[src/hdl/sahi_regs.svh]
// Register offsets, field positions, reset values and timing counts.
// Assumes a 250 MHz system clock and 32-bit APB data.
`ifndef SAHI_REGS_SVH
`define SAHI_REGS_SVH
`define SAHI_OFF_CTRL 8'h00
`define SAHI_OFF_STATUS 8'h04
`define SAHI_OFF_RESULT 8'h08
`define SAHI_CTRL_FMT_LSB 0
`define SAHI_CTRL_EXT_BIT 2
`define SAHI_CTRL_RESET 32'h0000_0000
`define SAHI_CLK_PERIOD_NS 4
`define SAHI_CONV_PERIOD_NS 400
`define SAHI_HALF_CYC ((`SAHI_CONV_PERIOD_NS / 2) / `SAHI_CLK_PERIOD_NS)
`define SAHI_WORD_BITS 16
`define SAHI_LEAD_ZEROS 4'h0
`define SAHI_UPPER_PAD 4'h0
`endif

[src/hdl/sahi_pkg.sv]
// Types shared by the converter host interface.
// Assumes sahi_regs.svh supplies the numeric constants.
package sahi_pkg;
    typedef enum logic [0:0] {
        SAHI_IDLE = 1'b0,
        SAHI_CONV = 1'b1
    } sahi_state_e;
    typedef enum logic [1:0] {
        SAHI_FMT_WORD = 2'b00,
        SAHI_FMT_GATED = 2'b01,
        SAHI_FMT_CONT = 2'b10
    } sahi_fmt_e;
    typedef struct packed {
        logic ext_clk;
        sahi_fmt_e fmt;
    } sahi_ctrl_s;
    typedef struct packed {
        logic tracking;
        logic mode2;
        logic irq_pending;
        logic converting;
    } sahi_status_s;
    typedef logic [11:0] sahi_code_t;
endpackage

[src/hdl/sahi_top.sv]
// Conversion control and result output of a 12-bit sampling converter.
// Assumes host pins are asynchronous and an APB master on CLK.
//
// Notes on behaviour
// - Mode 1: trigger rising edge holds the sample and starts conversion.
// - Track/hold returns to tracking when conversion completes.
// - Mode 1: trigger edge ignored while chip select is low.
// - Mode 1: status pin idles high, goes low when conversion finishes.
// - Read falling edge returns interrupt high; result is driven then.
// - Output latches stay disabled while converting.
// - Interrupt comes up pending; host clears it with a dummy read.
// - Trigger held low selects mode 2; chip select falling with upper byte select low starts conversion.
// - Word format offers only parallel output; others enable byte/serial.
// - Word format drives all twelve result bits at once.
// - Byte select low gives low byte; high gives upper nibble.
// - Serial word: four zeros then twelve result bits, MSB first.
// - Serial bits change on shift clock rise, valid on its fall.
// - Frame strobe low within three converter clocks of the trigger.
// - Serial lines are open drain: pulled low or released.
// - Shift clock derives from internal or external converter clock.
// - Continuous format runs shift clock always; gated stops it.
// - Byte mode: first read clears interrupt, byte chosen by select.
// - Word format produces no serial output.
// - All formats work in both modes.
// - Mode 2: busy low from start to end of conversion.
`timescale 1ns/1ps
`include "sahi_regs.svh"
module sahi_top
    import sahi_pkg::*;
(
    // Clock and reset
    input wire logic CLK,
    input wire logic RESETN,
    // APB slave
    input wire logic PSEL,
    input wire logic PENABLE,
    input wire logic PWRITE,
    input wire logic [7:0] PADDR,
    input wire logic [31:0] PWDATA,
    output logic [31:0] PRDATA,
    output logic PREADY,
    output logic PSLVERR,
    // Host control pins
    input wire logic SAMPLE_TRIGGER_N,
    input wire logic CS_N,
    input wire logic RD_N,
    input wire logic UPPER_BYTE_SELECT,
    input wire logic CONV_CLK_EXT,
    // Analog core
    input wire sahi_pkg::sahi_code_t ANALOG_CODE,
    output logic HOLD,
    // Status and result bus
    output logic STATUS_N,
    output logic [11:0] RESULT_BUS_O,
    output logic [11:0] RESULT_BUS_OE,
    // Open-drain serial lines
    output logic FRAME_STROBE_N_O,
    output logic FRAME_STROBE_N_OE,
    output logic SHIFT_CLOCK_OUT_O,
    output logic SHIFT_CLOCK_OUT_OE,
    output logic SHIFT_DATA_OUT_O,
    output logic SHIFT_DATA_OUT_OE
);
    import sahi_pkg::*;

    localparam logic [7:0] HALF_CYC = 8'(`SAHI_HALF_CYC);
    localparam logic [4:0] WORD_BITS = 5'(`SAHI_WORD_BITS);

    function automatic logic [1:0] reg_sel(input logic [7:0] a);
        if (a == `SAHI_OFF_CTRL)
            reg_sel = 2'h1;
        else if (a == `SAHI_OFF_STATUS)
            reg_sel = 2'h2;
        else if (a == `SAHI_OFF_RESULT)
            reg_sel = 2'h3;
        else
            reg_sel = 2'h0;
    endfunction

    sahi_ctrl_s ctrl_r;
    sahi_status_s stat;
    sahi_state_e state_r;
    sahi_state_e state_nxt;
    logic [4:0] sync1_r;
    logic [4:0] sync2_r;
    logic trig_d_r;
    logic cs_d_r;
    logic ext_d_r;
    logic rd_d_r;
    logic trig_s;
    logic cs_s;
    logic rd_s;
    logic hb_s;
    logic ext_s;
    logic [7:0] div_r;
    logic int_lvl_r;
    logic conv_lvl;
    logic conv_rise;
    logic trig_rise;
    logic cs_fall;
    logic rd_act;
    logic rd_fall;
    logic start1;
    logic start2;
    logic conv_end;
    logic mode2_r;
    logic irq_r;
    logic hold_r;
    logic frame_r;
    logic shift_data_out_r;
    logic [15:0] shreg_r;
    logic [4:0] bit_cnt_r;
    sahi_code_t result_r;
    logic status_n_r;
    logic [11:0] bus_o_r;
    logic [11:0] bus_oe_r;
    logic frame_oe_r;
    logic sclk_oe_r;
    logic shift_data_out_oe_r;
    logic od_low_r;
    logic pready_r;
    logic pslverr_r;
    logic [31:0] prdata_r;
    logic serial_en;
    logic sclk_run;

    // Two-flop synchronisers for the host pins and external clock
    genvar gi;
    generate
        for (gi = 0; gi < 5; gi++)
        begin : g_sync
            always_ff @(posedge CLK)
            begin
                if (!RESETN)
                begin
                    sync1_r[gi] <= 1'b1;
                    sync2_r[gi] <= 1'b1;
                end
                else
                begin
                    sync1_r[gi] <= (gi == 0) ? SAMPLE_TRIGGER_N :
                                   (gi == 1) ? CS_N :
                                   (gi == 2) ? RD_N :
                                   (gi == 3) ? UPPER_BYTE_SELECT :
                                   CONV_CLK_EXT;
                    sync2_r[gi] <= sync1_r[gi];
                end
            end
        end
    endgenerate

    assign trig_s = sync2_r[0];
    assign cs_s = sync2_r[1];
    assign rd_s = sync2_r[2];
    assign hb_s = sync2_r[3];
    assign ext_s = sync2_r[4];

    // Edge history of synchronised pins
    always_ff @(posedge CLK)
    begin
        if (!RESETN)
        begin
            trig_d_r <= 1'b1;
            cs_d_r <= 1'b1;
            ext_d_r <= 1'b1;
            rd_d_r <= 1'b0;
        end
        else
        begin
            trig_d_r <= trig_s;
            cs_d_r <= cs_s;
            ext_d_r <= ext_s;
            rd_d_r <= rd_act;
        end
    end

    assign trig_rise = trig_s & ~trig_d_r;
    assign cs_fall = ~cs_s & cs_d_r;
    assign rd_act = ~cs_s & ~rd_s;
    assign rd_fall = rd_act & ~rd_d_r;

    // Internal converter clock divider
    always_ff @(posedge CLK)
    begin
        if (!RESETN)
        begin
            div_r <= 8'h00;
            int_lvl_r <= 1'b0;
        end
        else if (div_r == HALF_CYC - 8'h01)
        begin
            div_r <= 8'h00;
            int_lvl_r <= ~int_lvl_r;
        end
        else
            div_r <= div_r + 8'h01;
    end

    // Converter clock source select
    always_comb
    begin
        if (ctrl_r.ext_clk)
        begin
            conv_lvl = ext_s;
            conv_rise = ext_s & ~ext_d_r;
        end
        else
        begin
            conv_lvl = int_lvl_r;
            conv_rise = (div_r == HALF_CYC - 8'h01) & ~int_lvl_r;
        end
    end

    assign start1 = trig_rise & cs_s;
    assign start2 = cs_fall & ~trig_s & ~hb_s;
    assign conv_end = (state_r == SAHI_CONV) & conv_rise &
                      (bit_cnt_r == WORD_BITS);

    always_comb
    begin
        state_nxt = state_r;
        case (state_r)
            SAHI_IDLE:
                if (start1 | start2)
                    state_nxt = SAHI_CONV;
            SAHI_CONV:
                if (conv_end)
                    state_nxt = SAHI_IDLE;
            default:
                state_nxt = SAHI_IDLE;
        endcase
    end

    // Conversion sequencer
    always_ff @(posedge CLK)
    begin
        if (!RESETN)
        begin
            state_r <= SAHI_IDLE;
            mode2_r <= 1'b0;
            hold_r <= 1'b0;
            result_r <= 12'h000;
        end
        else
        begin
            state_r <= state_nxt;
            if (state_r == SAHI_IDLE && (start1 | start2))
            begin
                mode2_r <= start2 & ~start1;
                hold_r <= 1'b1;
            end
            else if (conv_end)
            begin
                hold_r <= 1'b0;
                result_r <= shreg_r[11:0];
            end
        end
    end

    // Serial word shifter
    always_ff @(posedge CLK)
    begin
        if (!RESETN)
        begin
            shreg_r <= 16'h0000;
            bit_cnt_r <= 5'h00;
            frame_r <= 1'b0;
            shift_data_out_r <= 1'b0;
        end
        else if (state_r == SAHI_IDLE && (start1 | start2))
        begin
            shreg_r <= {`SAHI_LEAD_ZEROS, ANALOG_CODE};
            bit_cnt_r <= 5'h00;
        end
        else if (state_r == SAHI_CONV && conv_rise)
        begin
            if (conv_end)
                frame_r <= 1'b0;
            else
            begin
                frame_r <= 1'b1;
                shift_data_out_r <= shreg_r[15 - bit_cnt_r[3:0]];
                bit_cnt_r <= bit_cnt_r + 5'h01;
            end
        end
    end

    // Interrupt flag, set at end of a mode 1 conversion
    always_ff @(posedge CLK)
    begin
        if (!RESETN)
            irq_r <= 1'b1;
        else if (conv_end && !mode2_r)
            irq_r <= 1'b1;
        else if (rd_fall)
            irq_r <= 1'b0;
    end

    // Shared status pin: busy in mode 2, interrupt in mode 1
    always_ff @(posedge CLK)
    begin
        if (!RESETN)
            status_n_r <= 1'b0;
        else if (state_r == SAHI_IDLE && start2)
            status_n_r <= 1'b0;
        else if (mode2_r && state_r == SAHI_CONV && !conv_end)
            status_n_r <= 1'b0;
        else if (mode2_r)
            status_n_r <= 1'b1;
        else if (conv_end)
            status_n_r <= 1'b0;
        else if (rd_fall)
            status_n_r <= 1'b1;
        else
            status_n_r <= ~irq_r;
    end

    // Parallel result latches
    always_ff @(posedge CLK)
    begin
        if (!RESETN)
        begin
            bus_o_r <= 12'h000;
            bus_oe_r <= 12'h000;
        end
        else if (rd_act && state_nxt == SAHI_IDLE &&
                 state_r == SAHI_IDLE)
        begin
            if (ctrl_r.fmt == SAHI_FMT_WORD)
            begin
                bus_o_r <= result_r;
                bus_oe_r <= 12'hFFF;
            end
            else
            begin
                bus_oe_r <= 12'h0FF;
                if (hb_s)
                    bus_o_r <= {4'h0, `SAHI_UPPER_PAD,
                                result_r[11:8]};
                else
                    bus_o_r <= {4'h0, result_r[7:0]};
            end
        end
        else
            bus_oe_r <= 12'h000;
    end

    assign serial_en = ctrl_r.fmt != SAHI_FMT_WORD;
    assign sclk_run = (ctrl_r.fmt == SAHI_FMT_CONT) |
                      ((ctrl_r.fmt == SAHI_FMT_GATED) & frame_r);

    // Open-drain serial drivers: enable pulls the line low
    always_ff @(posedge CLK)
    begin
        if (!RESETN)
        begin
            frame_oe_r <= 1'b0;
            sclk_oe_r <= 1'b0;
            shift_data_out_oe_r <= 1'b0;
            od_low_r <= 1'b0;
        end
        else
        begin
            frame_oe_r <= serial_en & frame_r;
            sclk_oe_r <= serial_en & sclk_run & ~conv_lvl;
            shift_data_out_oe_r <= serial_en & frame_r & ~shift_data_out_r;
            od_low_r <= 1'b0;
        end
    end

    // APB slave, one wait state per access
    always_ff @(posedge CLK)
    begin
        if (!RESETN)
        begin
            ctrl_r <= sahi_ctrl_s'(`SAHI_CTRL_RESET);
            pready_r <= 1'b0;
            pslverr_r <= 1'b0;
            prdata_r <= 32'h0000_0000;
        end
        else if (PSEL && PENABLE && !pready_r)
        begin
            pready_r <= 1'b1;
            pslverr_r <= reg_sel(PADDR) == 2'h0;
            prdata_r <= 32'h0000_0000;
            if (PWRITE && reg_sel(PADDR) == 2'h1)
                ctrl_r <= sahi_ctrl_s'(PWDATA[2:0]);
            else if (!PWRITE && reg_sel(PADDR) == 2'h1)
                prdata_r <= {29'h0, ctrl_r};
            else if (!PWRITE && reg_sel(PADDR) == 2'h2)
                prdata_r <= {28'h0, stat};
            else if (!PWRITE && reg_sel(PADDR) == 2'h3)
                prdata_r <= {20'h0, result_r};
        end
        else
        begin
            pready_r <= 1'b0;
            pslverr_r <= 1'b0;
        end
    end

    always_comb
    begin
        stat.tracking = ~hold_r;
        stat.mode2 = mode2_r;
        stat.irq_pending = irq_r;
        stat.converting = state_r == SAHI_CONV;
    end

    assign PRDATA = prdata_r;
    assign PREADY = pready_r;
    assign PSLVERR = pslverr_r;
    assign HOLD = hold_r;
    assign STATUS_N = status_n_r;
    assign RESULT_BUS_O = bus_o_r;
    assign RESULT_BUS_OE = bus_oe_r;
    assign FRAME_STROBE_N_O = od_low_r;
    assign FRAME_STROBE_N_OE = frame_oe_r;
    assign SHIFT_CLOCK_OUT_O = od_low_r;
    assign SHIFT_CLOCK_OUT_OE = sclk_oe_r;
    assign SHIFT_DATA_OUT_O = od_low_r;
    assign SHIFT_DATA_OUT_OE = shift_data_out_oe_r;

    // Checks
    localparam int FRAME_MAX = 320;
endmodule

[config.mk]
export PLATFORM = sky130hd
export DESIGN_NAME = sahi_top
export DESIGN_NICKNAME = d
export VERILOG_FILES = /design/src/hdl/sahi_pkg.sv /design/src/hdl/sahi_top.sv
export VERILOG_INCLUDE_DIRS = /design/src /design/src/hdl
export SDC_FILE = /design/constraint.sdc
export NUM_CORES = 1
export LEC_CHECK = 0
export BUFFER_PORTS_ARGS = -buffer_cell sky130_fd_sc_hd__clkbuf_2
export CAP_MARGIN = 20
export CORE_ASPECT_RATIO = 0.9
export CORE_UTILIZATION = 45
export DETAILED_ROUTE_END_ITERATION = 10
export PLACE_DENSITY = 0.68
export SYNTH_ARGS = -nofsm -noshare
export SYNTH_HDL_FRONTEND = slang
export SYNTH_SLANG_ARGS = --single-unit
export TNS_END_PERCENT = 10
[constraint.sdc]
create_clock -name CLK -period 4.72 [get_ports CLK]
set_clock_uncertainty 0.2 [all_clocks]
set_input_delay 0.236 -clock CLK [delete_from_list [all_inputs] [get_ports CLK]]
set_output_delay 0.236 -clock CLK [all_outputs]
set_load 0.02 [all_outputs]
Word-level counts from Yosys, hierarchy flattened
Cells that the tools add are included.
- register bits: 123
- logic and storage cells: 158
- output and inout bits: 66
- bitwise logic cells: 37
- reduce and logical (&&, ||, !) cells: 34
- add/sub/neg operators: 3
- magnitude comparators: 1
- eq/ne operators: 10
- mux-type cells: 37
- operators by type and width (cell ; number):
    $mux W12 ; 6
    $mux W2 ; 17
    $lt A32 B5 Y1 const B ; 1
    $not A1 Y1 ; 18
    $and A1 B1 Y1 ; 17
    $logic_and A1 B1 Y1 ; 14
    $reduce_and A2 Y1 ; 6
    $mux W1 ; 11
    $add A8 B1 Y8 const B ; 1
    $eq A8 B3 Y1 const B ; 1
    $eq A8 B4 Y1 const B ; 1
    $eq A8 B6 Y1 const B ; 1
    $logic_not A8 Y1 ; 1
    $mux W8 ; 1
    $eq A2 B1 Y1 const B ; 3
    $eq A2 B2 Y1 const B ; 3
    $reduce_or A2 Y1 ; 3
    $add A5 B1 Y5 const B ; 1
    $eq A5 B5 Y1 const B ; 1
    $sub A4 B4 Y5 const A ; 1
    $bmux W1 S4 ; 1
    $logic_not A1 Y1 ; 4
    $logic_not A2 Y1 ; 2
    $reduce_bool A2 Y1 ; 2
    4 further kinds ; 5

Longest topological paths before layout
- word-level depth: 30
- depth in mapped cells: 8
- gate-level depth less buffers: 6

Worst setup path after synthesis
OpenSTA, ideal clock, no wires.
- kind: reg2reg
- start: register bit_cnt_r[0]
- end: register result_r[11]
- path slack: 2.783 ns
- stages on the path, launching flop included: 9
- path buffers: 3
- arrival: 1.666 ns
- cell sequence: dfxtp_1 > clkbuf_2 > inv_1 > ha_1 > nor4bb_1 > clkbuf_1 > clkbuf_1 > nand3_1 > a21oi_1
- word-level cells in the longest chain between the ends: 3
- RTL lines (what ; line ; text):
    start: declaration ; sahi_top.sv:112 ; logic [4:0] bit_cnt_r;
    start signal: assignment ; sahi_top.sv:283 ; bit_cnt_r <= bit_cnt_r + 5'h01;
    $eq A5 B5 Y1 ; sahi_top.sv:217 ; (bit_cnt_r == WORD_BITS);
    $and A1 B1 Y1 ; sahi_top.sv:216 ; assign conv_end = (state_r == SAHI_CONV) & conv_rise &
    $reduce_and A2 Y1 (no line) ; -- ;
    end signal: assignment ; sahi_top.sv:255 ; result_r <= shreg_r[11:0];
    end: declaration ; sahi_top.sv:113 ; sahi_code_t result_r;
No other way between the ends.
A chain may end at the register's enable or synchronous reset.

Worst setup path after layout
- start: register bit_cnt_r[0]
- end: register result_r[6]
The elaborated chain is that of the path after synthesis.

==> results.cfg <==
[drt]
final_antenna_net_count = 0
vias_per_cell = 5.07
routed_wl_mm = 8.31
drc = 0
firstDrtPassIters = 5
vias = 3117
wl_per_cell_um = 13.5
drt-initial-drc-count = 141

[cts]
ctsLongestPathBuffers = 2
cts.sinks = 93
cts_made_buffers = 9
path_clk_slew_ps = 90
htree_num_levels = 3
cts_root_buf = clkbuf_8
cts_setup_buffers = 0
clk_latency_ps = 360
cts_tree = done

[timing]
tightestPinTransition_ps = 903
finalCritPeriodShare_pct = 47.8
setup_viol = 0
maxSlewViolCount = 0
max_freq_ghz = 0.444
min_period_ps = 2250
hold_ws_ps = 36.6
finalHoldViolations = 0
rsz0062_at_grt = false
tns_ps = 0
slew_headroom_pct = 39.7

[synthesis]
synth_compound_area_share_pct = 13.1
ys_ff_latch = 93
syn_area_per_cell_sq_um = 9.53
synthCells = 416
synthMuxAreaShare_pct = 7.79
async_flop_share_pct = 0
synth_xor_area_share_pct = 1.55
synth_fa_ha_area_share_pct = 1.26
synth_top_family_by_area = simple AND/OR/NAND/NOR gates
yosysWarnings = 0
synth-main-ff-cell = dfxtp_1
synth_edf_count = 0
syn_area_sq_mm = 0.00397
synthSimpleGateAreaFrac_pct = 19.4
ys_seq_area_share_pct = 47.0
synthDistinctLibCells = 61

[floorplan]
placement_rows = 32
fp.dieW_um = 101
core_sq_mm = 0.00857
start_util_pct = 46.3
io_pins = 128
die_area_sq_mm = 0.00919
die_h_um = 91.1

[critical_path]
worst-r2r-setup-slack_ps = 2470
worstSetupPathType = flip-flop to flip-flop
cp.required_ps = 4800
r2r_start = bit_cnt_r[0]
cp-startpoint = bit_cnt_r[0]
worstReg2RegEnd = result_r[6]
cp.arrival_ps = 2330
start_kind = flip-flop
end_kind = flip-flop
worstPathMaxFanout = 10
crit_end = result_r[6]
rr_worst_depth = 6

[job]
timing.max_cap.violations = 0

[pwr]
p_leak_nw = 1.86
cell_internal_pwr_mw = 1.09
clkPwrFrac_pct = 37.2
ir_drop_v = 0.000120
combPwrFrac_pct = 6.5
total_power_mw = 1.43
p_sw_share_pct = 23.4
net-switching-power_mw = 0.335
power_density_mw_per_mm2 = 308
pwr-share-seq_pct = 56.3

[placed_design]
gp_congestion = 0.753
portBuffers = 75
hpwl_mm = 5.79

[grt]
grt-ovfl-total = 0
grt_pass1_vias = 2796
track_usage_pct = 18.8
grt_max_degree = 55
antenna_found_initial = 0
grt_first_pass_wirelength_mm = 13.6

[hold_path]
worstHoldPathType = primary input to flip-flop

[cells_and_area]
nets = 557
layout_common_cells = dfxtp_1 (93), clkbuf_2 (75), nor2_1 (46), a21oi_1 (28), nand3_1 (26)
antenna-diode-count = 0
syn_to_final_growth_pct = 16.9
final_common_cell = dfxtp_1
final_layout_size_suffix_gt1_share_pct = 22.0

[run_status]
status = finished clean
## stage by stage
stage	area (sq um)	utilization, %	setup slack [ps]	std cells
floorplan	4050	-	2780	438
global placement	4240	49.4	2420	579
detailed placement	4240	49.4	2470	579
CTS	4640	54.1	2470	615
global route	4640	54.1	2280	615
finish	4640	54.1	2470	615
## layer usage
metal  global-route usage, %  vias to the layer above  part of all wire, %
met1                    24.8                     1447                   47
met3                    4.54                       12                  6.1
met4                    6.16                        0                  1.3
met5                       0                        -                    0
met2                    30.2                      101                   46
li1                        -                     1557                    -
## critical path, cell delays in order, from the launching register on
cell,delay (ps)
dfxtp_1,410
inv_1,110
ha_1,170
nor4bb_2,730
buf_4,300
nand3_1,100
a21oi_1,150
## cells in the mapped netlist, types with 3 or more instances
library cell / instances / area share (%)
dfxtp_1: 93 / 47
nor2_1: 46 / 4.4
buf_4: 35 / 6.6
a21oi_1: 28 / 3.5
nand3_1: 26 / 3.3
mux2i_1: 23 / 5.8
o21ai_0: 18 / 2.3
nand2_1: 17 / 1.6
clkbuf_1: 15 / 1.4
nand2b_1: 15 / 2.4
a22oi_1: 8 / 1.5
inv_1: 6 / 0.57
xor2_1: 5 / 1.1
a211oi_1: 4 / 0.76
a32o_1: 4 / 1.0
buf_2: 4 / 0.50
ha_1: 4 / 1.3
mux4_2: 3 / 1.7
nand3b_1: 3 / 0.57
nand4_1: 3 / 0.47
nor2b_1: 3 / 0.47
nor3b_1: 3 / 0.57
o2bb2ai_1: 3 / 0.66
## registers in the layout, summed over array words and instances (netlist names), 2 cells and up
signal         flops
result_r          12
bit_cnt_r          5
ctrl_r             3
PRDATA            12
RESULT_BUS_OE      2
sync1_r            5
shreg_r           12
div_r              8
RESULT_BUS_O      12
## logic make-up (layout without fill, tap and decap cells)
kind of cell / Yosys count / count (layout)
other cells: 1 / 23
compound gates: 81 / 81
mux: 27 / 27
xor+xnor: 7 / 7
flops: 93 / 93
simple gates: 140 / 140
fa+ha+maj: 4 / 4
buf+inv: 63 / 121
## power by group through the flow
stage / clock network (mW) / logic [mW] / registers, mW
3_5_place_dp: 0 / 0.0793 / 0.822
6_report: 0.531 / 0.0921 / 0.804
4_1_cts: 0.547 / 0.0923 / 0.804
3_3_place_gp: 0 / 0.0777 / 0.822
2_1_floorplan: 0 / 0.0715 / 0.821
5_1_grt: 0.581 / 0.102 / 0.805
## layout make-up
type                    instances  area (sq um)
inverters                       7          26.3
clock inverters                 5          58.8
well taps                     119           149
fillers                       793          3930
clock buffers                  11           141
multi-input cells             282          1800
flip-flops and latches         93          1860
repair buffers                 98           598
## how the worst min path moves through the flow
stage / startpoint / to / slack (ps) / depth (start not counted)
after floorplan: SAMPLE_TRIGGER_N / sync1_r[0] / 140 / 1
after global placement: sync1_r[1] / cs_s / 200 / 1
after detailed placement: sync1_r[3] / hb_s / 200 / 1
after CTS: PADDR[3] / PSLVERR / 20 / 3
after global routing: PADDR[3] / PSLVERR / 40 / 3
final: PADDR[3] / PSLVERR / 40 / 3
## timing repair
action | 4_1_cts | 5_1_grt
resized for setup | 0 | 0
hold buffers | 20 | 0
endpoints found under the hold margin | 20 | 0
(Power assumes the default switching activity.)
